===== config.mk =====
export PLATFORM = sky130hd
export DESIGN_NAME = aie_core
export DESIGN_NICKNAME = d
export VERILOG_FILES = /design/src/verilog/aie_adder.v /design/src/verilog/aie_core.v
export VERILOG_INCLUDE_DIRS = /design/src /design/src/inc
export SDC_FILE = /design/constraint.sdc
export NUM_CORES = 1
export LEC_CHECK = 0
export BUFFER_PORTS_ARGS = -buffer_cell sky130_fd_sc_hd__buf_4
export CAP_MARGIN = 20
export CORE_ASPECT_RATIO = 1.1
export CORE_UTILIZATION = 50
export DETAILED_ROUTE_END_ITERATION = 16
export PLACE_DENSITY = 0.86
export SYNTH_ARGS = -nofsm -noshare
export SYNTH_HDL_FRONTEND = slang
export SYNTH_SLANG_ARGS = --single-unit

===== constraint.sdc =====
create_clock -name i_clk_sys -period 6.2 [get_ports i_clk_sys]
set_clock_uncertainty 0.15 [all_clocks]
set_input_delay 0.31 -clock i_clk_sys [delete_from_list [all_inputs] [get_ports i_clk_sys]]
set_output_delay 0.31 -clock i_clk_sys [all_outputs]
set_load 0.005 [all_outputs]

===== src/inc/aie_defines.vh =====
// Constants for the add instruction execute block.
// Overview of operation
// - Port self-modify reads the synchronised pin levels.
// - Writing timer zero count clears its prescaler when the prescaler is assigned.
// - Program counter change flushes next slot.
// - Lone second-word opcode executes as no_operation.
// - Literal add updates accumulator and five flags.
// - Register add sums accumulator and addressed file.
// - Destination bit picks accumulator or file register.
// - Bank bit picks access bank or bank register.
// - Extended set indexes addresses at most 95.
`ifndef AIE_DEFINES_VH
`define AIE_DEFINES_VH

// ==========================================================
// Quarter phases
`define AIE_Q1 2'h0
`define AIE_Q2 2'h1
`define AIE_Q3 2'h2
`define AIE_Q4 2'h3

// ==========================================================
// Opcode fields
`define AIE_OP_LIT 8'h0F
`define AIE_OP_REG 6'h09
`define AIE_OP_SECOND 4'hF
`define AIE_INSTR_NOP 16'h0000
`define AIE_D_BIT 9
`define AIE_A_BIT 8

// ==========================================================
// Data memory map
`define AIE_ACCESS_SPLIT 8'h80
`define AIE_ACCESS_HIGH 4'hF
`define AIE_INDEX_LIMIT 8'h5F
`define AIE_PORT_FIRST 12'hF80
`define AIE_PORT_LAST 12'hF84
`define AIE_PORT_SEL_W 3
`define AIE_TIMER0_ADDR 12'hFD6
`define AIE_PC_LOW_ADDR 12'hFF9

// ==========================================================
// Status flag positions
`define AIE_FLAG_C 0
`define AIE_FLAG_DC 1
`define AIE_FLAG_Z 2
`define AIE_FLAG_OV 3
`define AIE_FLAG_N 4

`endif


===== src/verilog/aie_adder.v =====
// Eight-bit adder producing the five arithmetic flags.
`timescale 1ns/1ps
module aie_adder (
  input wire [7:0] i_a,
  input wire [7:0] i_b,
  output wire [7:0] o_sum,
  output wire [4:0] o_flags
);
  wire [8:0] full;
  wire [4:0] low;
  assign full = {1'b0, i_a} + {1'b0, i_b};
  assign low = {1'b0, i_a[3:0]} + {1'b0, i_b[3:0]};
  assign o_sum = full[7:0];
  // Sign wraps when both operands share a sign the result does not.
  assign o_flags = {full[7], (i_a[7] == i_b[7]) && (full[7] != i_a[7]),
                    (full[7:0] == 8'h00), low[4], full[8]};
endmodule // aie_adder


===== src/verilog/aie_core.v =====
// Quarter-phased execution of the literal add and register add instructions.
`timescale 1ns/1ps
`include "aie_defines.vh"
module aie_core (
  input wire i_clk_sys,
  input wire i_reset,
  input wire i_instr_valid,
  input wire [15:0] i_instr,
  input wire i_ext_set_en,
  input wire [3:0] i_bank_select_register,
  input wire [11:0] i_index_base,
  input wire [7:0] i_mem_rdata,
  input wire [39:0] i_port_pins,
  input wire i_prescaler_assigned,
  input wire i_flush_req,
  output reg [1:0] o_quarter,
  output reg o_instr_taken,
  output reg [11:0] o_mem_addr,
  output reg o_mem_rd,
  output reg o_mem_wr,
  output reg [7:0] o_mem_wdata,
  output reg [7:0] o_accumulator,
  output reg [4:0] o_status,
  output reg o_prescaler_clr,
  output reg o_pc_write,
  output reg o_executing_nop
);

  // ==========================================================
  // Address decode helpers
  function [11:0] aie_ea;
    input [7:0] f;
    input a_bit;
    input ext;
    input [3:0] bank;
    input [11:0] base;
    begin
      if (a_bit)
        aie_ea = {bank, f};
      else if (ext && (f <= `AIE_INDEX_LIMIT))
        aie_ea = base + {4'h0, f};
      else if (f < `AIE_ACCESS_SPLIT)
        aie_ea = {4'h0, f};
      else
        aie_ea = {`AIE_ACCESS_HIGH, f};
    end
  endfunction

  function aie_is_port;
    input [11:0] addr;
    begin
      aie_is_port = (addr >= `AIE_PORT_FIRST) && (addr <= `AIE_PORT_LAST);
    end
  endfunction

  // ==========================================================
  // Pin synchroniser
  reg [39:0] pins_meta_r;
  reg [39:0] pins_sync_r;
  always @(posedge i_clk_sys)
  begin
    if (i_reset)
    begin
      pins_meta_r <= 40'h0000000000;
      pins_sync_r <= 40'h0000000000;
    end
    else
    begin
      pins_meta_r <= i_port_pins;
      pins_sync_r <= pins_meta_r;
    end
  end

  // ==========================================================
  // Decode state
  reg [15:0] ir_r;
  reg is_lit_r;
  reg is_reg_r;
  reg flush_r;
  reg [7:0] operand_r;
  reg [7:0] sum_r;
  reg [4:0] flags_r;
  wire [7:0] sum_w;
  wire [4:0] flags_w;
  wire dest_file_w;
  wire [11:0] ea_w;
  wire [`AIE_PORT_SEL_W-1:0] port_sel_w;
  wire [11:0] port_off_w;
  wire [15:0] slot_instr_w;

  assign dest_file_w = ir_r[`AIE_D_BIT];
  assign ea_w = aie_ea(ir_r[7:0], ir_r[`AIE_A_BIT], i_ext_set_en,
                       i_bank_select_register, i_index_base);
  // The latched address is used, so a bank change after the read quarter cannot move the port.
  assign port_off_w = o_mem_addr - `AIE_PORT_FIRST;
  assign port_sel_w = port_off_w[`AIE_PORT_SEL_W-1:0];
  // A pending flush replaces the fetched word so the slot runs empty.
  assign slot_instr_w = (flush_r || i_flush_req) ? `AIE_INSTR_NOP : i_instr;

  aie_adder u_adder (
    .i_a(o_accumulator),
    .i_b(operand_r),
    .o_sum(sum_w),
    .o_flags(flags_w)
  );

  // ==========================================================
  // Quarter sequencer
  always @(posedge i_clk_sys)
  begin
    if (i_reset)
    begin
      o_quarter <= `AIE_Q1;
      o_instr_taken <= 1'b0;
      ir_r <= `AIE_INSTR_NOP;
      is_lit_r <= 1'b0;
      is_reg_r <= 1'b0;
      flush_r <= 1'b0;
      operand_r <= 8'h00;
      sum_r <= 8'h00;
      flags_r <= 5'h00;
      o_mem_addr <= 12'h000;
      o_mem_rd <= 1'b0;
      o_mem_wr <= 1'b0;
      o_mem_wdata <= 8'h00;
      o_accumulator <= 8'h00;
      o_status <= 5'h00;
      o_prescaler_clr <= 1'b0;
      o_pc_write <= 1'b0;
      o_executing_nop <= 1'b0;
    end
    else
    begin
      o_quarter <= o_quarter + 2'h1;
      o_instr_taken <= 1'b0;
      o_mem_wr <= 1'b0;
      o_prescaler_clr <= 1'b0;
      o_pc_write <= 1'b0;
      if (i_flush_req)
        flush_r <= 1'b1;
      case (o_quarter)
        `AIE_Q1:
        begin
          // Decode. A lone second word has no add opcode and falls through as empty.
          ir_r <= slot_instr_w;
          o_instr_taken <= i_instr_valid;
          flush_r <= 1'b0;
          is_lit_r <= i_instr_valid && (slot_instr_w[15:8] == `AIE_OP_LIT);
          is_reg_r <= i_instr_valid && (slot_instr_w[15:10] == `AIE_OP_REG);
          o_executing_nop <= !i_instr_valid || flush_r || i_flush_req
                             || (slot_instr_w[15:12] == `AIE_OP_SECOND);
        end
        `AIE_Q2:
        begin
          // Operand address issued; memory answers combinationally in the next quarter and is sampled in Q3.
          if (is_lit_r)
            operand_r <= ir_r[7:0];
          else if (is_reg_r)
          begin
            o_mem_addr <= ea_w;
            o_mem_rd <= 1'b1;
          end
        end
        `AIE_Q3:
        begin
          o_mem_rd <= 1'b0;
          if (is_reg_r)
          begin
            // Self-modify of a port must see the pins, not the output latch.
            if (dest_file_w && aie_is_port(o_mem_addr))
              operand_r <= pins_sync_r[port_sel_w*8 +: 8];
            else
              operand_r <= i_mem_rdata;
          end
        end
        `AIE_Q4:
        begin
          if (is_lit_r || is_reg_r)
          begin
            sum_r <= sum_w;
            flags_r <= flags_w;
            o_status <= flags_w;
            if (is_reg_r && dest_file_w)
            begin
              o_mem_wr <= 1'b1;
              o_mem_wdata <= sum_w;
              if ((o_mem_addr == `AIE_TIMER0_ADDR) && i_prescaler_assigned)
                o_prescaler_clr <= 1'b1;
              if (o_mem_addr == `AIE_PC_LOW_ADDR)
              begin
                o_pc_write <= 1'b1;
                flush_r <= 1'b1;
              end
            end
            else
              o_accumulator <= sum_w;
          end
          is_lit_r <= 1'b0;
          is_reg_r <= 1'b0;
        end
        default:
          o_quarter <= `AIE_Q1;
      endcase
    end
  end

endmodule // aie_core


Yosys cells after proc, flatten, opt, wreduce, memory -nomap -nowiden
Cells that the tools add are included.

Bitwise gates (word level): 5. Add/sub/neg operators: 5. Reduce and logical (&&, ||, !) cells: 27. Eq/ne operators: 14. Shift operators: 1. Magnitude comparators: 4. Muxes and demuxes: 21.

Operators with widths (count): $shiftx A40 B7 Y8 (1); $mux W12 (3); $eq A12 B12 Y1 const B (2); $mux W8 (3); $mux W16 (1); $pmux W8 S2 (1); $reduce_and A3 Y1 (5); $add A12 B8 Y12 (1); $ge A12 B12 Y1 const B (1); $le A12 B12 Y1 const B (1); $add A8 B8 Y9 (1); $mux W1 (9); $eq A8 B4 Y1 const B (1); $le A8 B7 Y1 const B (1); $logic_and A1 B1 Y1 (8); $logic_not A8 Y1 (1); $lt A8 B8 Y1 const B (1); $ne A2 B2 Y1 const B (4); $pmux W1 S2 (4); $eq A6 B4 Y1 const B (1); $add A4 B4 Y5 (1); $logic_or A1 B1 Y1 (5); $not A1 Y1 (5); $eq A2 B2 Y1 const B (2); other kinds (13) (14).

Output and inout port bits: 41. Word-level logic and storage cells: 95. Bits of input ports: 86. Bits in registers: 142.

Depth between registers and ports, before layout
Word-level depth: 6. Mapped depth: 9. Depth with buffers taken out: 9.

Modules after synthesis
From an unflattened synthesis, not the netlist that was laid out.

Cells, all modules: 627. Area, all modules: 5910.7 um^2.

Modules (own cells, without submodules): aie_core (area an instance 5496.5 um^2, sequential area each 2842.7 um^2, instances 1, cells an instance 574); aie_adder (area an instance 414.1 um^2, sequential area each 0.0 um^2, instances 1, cells an instance 53).

Least setup slack after synthesis
Ideal clock, no wire load.

Kind: flip-flop to flip-flop. From: reg ir_r[0]. To: reg o_mem_addr[10]. Slack: 3.934 ns. Period minus slack after synthesis: 2.266 ns. Path buffers: 0. Arrival: 2.015 ns. Required time: 5.949 ns. Cell stages (with the launch flop): 10. Setup time: 0.101 ns. Path through: dfxtp_1 ha_1 inv_1 fa_1 nor2b_1 o211ai_1 a31oi_1 mux2i_1 a21oi_1 o41ai_1.

Cells in the longest elaborated chain, start to end: 4. Elaborated cells between the ends (all ways): 7. Classes of those cells: add/sub (1); order compare (2); mux (3); reduce/logical (1).

RTL lines: start, declared (line aie_core.v:76) `reg [15:0] ir_r;`; start signal, assigned (line aie_core.v:115) `` ir_r <= `AIE_INSTR_NOP; ``; start signal, assigned (line aie_core.v:145) `ir_r <= slot_instr_w;`; $lt A8 B8 Y1 (no line) or $le A8 B7 Y1 (tied branches); $mux W12 or $logic_and A1 B1 Y1 (tied branches) (line aie_core.v:42, aie_core.v:40); $mux W12 * (line aie_core.v:40) `` else if (ext && (f <= `AIE_INDEX_LIMIT)) ``; $mux W12 * (line aie_core.v:38) `if (a_bit)`; end signal, assigned (line aie_core.v:160) `o_mem_addr <= ea_w;`; end, declared (line aie_core.v:18) `output reg [11:0] o_mem_addr,`.

Every way passes the cells marked *; elsewhere a longest branch is shown, timed or not. A chain may end at the register's enable or synchronous reset.

Worst setup path after layout
Ends and elaborated chain as after synthesis.

==> results.json <==
{
  "max_freq_ghz": 0.391,
  "met1_length_um": 5860,
  "coreArea_mm2": 0.0111,
  "ys_seq_elements": 142,
  "final_common_cell": "dfxtp_1",
  "finalWorstSetupSlack_ns": 3.64,
  "syn_avg_cell_area_um2": 9.58,
  "h-tree-depth": 4,
  "final_util_pct": 70.5,
  "timing.final.crit_share_pct": 41.3,
  "diodes": 0,
  "drt_first_iter_violations": 229,
  "route.met3.wl_um": 1020,
  "dp_cells": 853,
  "port_buffers": 126,
  "drive_gt1_share_pct": 22.2,
  "relSlewSlack_pct": 40.2,
  "grt_usage_pct": 25.8,
  "wl_met2_um": 8040,
  "netlist.area_leader.share_pct": 48.9,
  "end_kind": "register",
  "syn_to_final_growth_pct": 34.6,
  "dpl-instance-area_mm2": 0.00684,
  "synth_area_leader_cell": "dfxtp_1",
  "cts_tree": "built",
  "hold_class": "input pin to register",
  "drc": 0,
  "topRoutingLayerUsed": "met4",
  "crit_path_cell_trace": "ha_1, inv_1, fa_1, nor2b_1, o211ai_1, a31oi_1, mux2i_1, a21oi_1, o41ai_1",
  "grt-ovfl-total": 0,
  "initial_core_util_pct": 52.4,
  "async_flop_share_pct": 0,
  "fin_crit_ns": 2.56,
  "drv_slew": 0,
  "gp_congestion": 0.861,
  "vias_per_cell": 5.43,
  "clk-insertion-delay-late_ns": 0.42,
  "fin_cells": 925,
  "synth_nets": 715,
  "io_pins": 127,
  "clk_pin_slew_worst_paths_ns": 0.06,
  "cap_violations": 0,
  "synth_cells": 607,
  "yosysUniqueCellTypes": 56,
  "ys_top_cells_by_area": "dfxtp_1, nor2b_1, ha_1",
  "path_max_fanout": 4,
  "grt_pass1_vias": 5037,
  "cp_num_buf_inv": 1,
  "p_per_area_mw_per_mm2": 276,
  "rsz0062_at_grt": "no",
  "hold_violations": 0,
  "ant_nets": 0,
  "grt_pass1_wl_um": 24200,
  "cp.required_ns": 6.37,
  "dp_hpwl_um": 10100,
  "routed-via-count": 5021,
  "cts_buffer_depth": 2,
  "yosys_warnings": 0,
  "antenna_found_initial": 0,
  "wl_per_cell_um": 16.5,
  "slowest_stage": "dfxtp_1",
  "leakagePower_uw": 0.00319,
  "totalWireLength_um": 15200,
  "arrival_ns": 2.73,
  "dr.pass1.iters": 6,
  "setup_viol": 0,
  "cts-root-buf": "clkbuf_16",
  "rows": 40,
  "pre_cts_slack_ns": 3.58,
  "slowest_delay_ns": 0.39,
  "numCtsBuffers": 17,
  "synth-edff-count": 0,
  "finish.instance_area_mm2": 0.00783,
  "setup.worst_path.start_class": "register",
  "die_h_um": 115,
  "status": "finished clean",
  "die_w_um": 105,
  "syn_area_mm2": 0.00582,
  "layout_common_cells": "dfxtp_1, buf_4, nor2b_1",
  "path_class": "register to register",
  "finalNetCount": 873,
  "synth_flop_cell": "dfxtp_1",
  "tightest_slew_ns": 0.894,
  "ys_seq_area_share_pct": 48.9,
  "peakVddDrop_mv": 0.181,
  "totalNegativeSetupSlack_ns": 0,
  "crit_family": "compound AO/OA/AOI/OAI gates",
  "clock_sinks": 142,
  "die_area_mm2": 0.0121,
  "grt_max_degree": 94
}
## cells in the mapped netlist (8+ instances only)
cell type and instances:
a211oi_1 18, a21oi_1 39, clkbuf_1 17, dfxtp_1 142, ha_1 20, inv_1 11
mux2i_1 16, nand2_1 45, nand2b_1 12, nand3_1 17, nand4_1 8, nor2_1 49
nor2b_1 90, nor3_1 9, o21ai_0 13, xnor2_1 9
## final timing paths
| check | slack (ns) | from | end | cells after the start |
|---|---|---|---|---|
| worst max register to register | 3.64 | ir_r[0]$_SDFFE_PP0N_ | o_mem_addr[10]$_SDFFE_PP0P_ | 9 |
| worst max-delay path | 3.64 | ir_r[0]$_SDFFE_PP0N_ | o_mem_addr[10]$_SDFFE_PP0P_ | 9 |
| worst min register to register | 0.28 | pins_meta_r[2]$_SDFF_PP0_ | pins_sync_r[2]$_SDFF_PP0_ | 1 |
| worst min-delay path | 0.03 | i_instr[9] | is_lit_r$_SDFFE_PP0N_ | 3 |
## what timing repair did
item                      4_1_cts  5_1_grt
gates resized for setup         0        0
hold endpoints to repair       40        0
hold buffers                   40        0
buffers inserted                0        0
## logic make-up after synthesis
family | Yosys count | synth area share [%]
fa+ha+maj | 22 | 4.99
xor+xnor | 12 | 1.81
mux | 21 | 4.69
simple gates | 258 | 23.9
compound gates | 113 | 13.0
flops | 142 | 48.9
buf+inv | 39 | 2.73
## flip-flops by register name, summed over array words and instances, names as in the netlist
register         count
o_pc_write           1
o_mem_wdata          8
o_quarter            2
is_lit_r             1
o_executing_nop      1
operand_r            8
pins_meta_r         40
o_mem_wr             1
o_mem_addr          12
ir_r                10
o_accumulator        8
o_instr_taken        1
o_prescaler_clr      1
flush_r              1
is_reg_r             1
pins_sync_r         40
o_status             5
o_mem_rd             1
## metrics by stage
step,power (µW),hold WS [ns]
after floorplan,1070,0.264
after global placement,1140,0.276
after detailed placement,1150,0.271
after CTS,2170,0.0283
after global routing,2230,0.0452
final,2160,0.0342
## per-layer routing
metal	global-route usage (%)	up-vias
li1	-	2432
met1	28.2	2337
met2	49.1	221
met3	5.16	31
met4	9.95	0
met5	0	-
## report_power, final
part	leakage, µW	internal [µW]	switching, µW
clock network	0.000291	575	433
registers	0.00116	945	17.6
logic	0.00174	102	88.2
total	0.00319	1620	539
## tightest hold or removal path: stages
cell	delay (ns)
buf_4	0.11
nand4_1	0.06
o21ai_0	0.07
## cell type report
type / instances / area, µm²
tap: 147 / 184
fill: 799 / 3280
timing repair buffer: 167 / 1350
inverter: 11 / 41.3
clock inverter: 15 / 166
clock buffer: 17 / 425
multi-input combinational: 426 / 2820
sequential: 142 / 2840
Power figures use the tool's default switching activity.
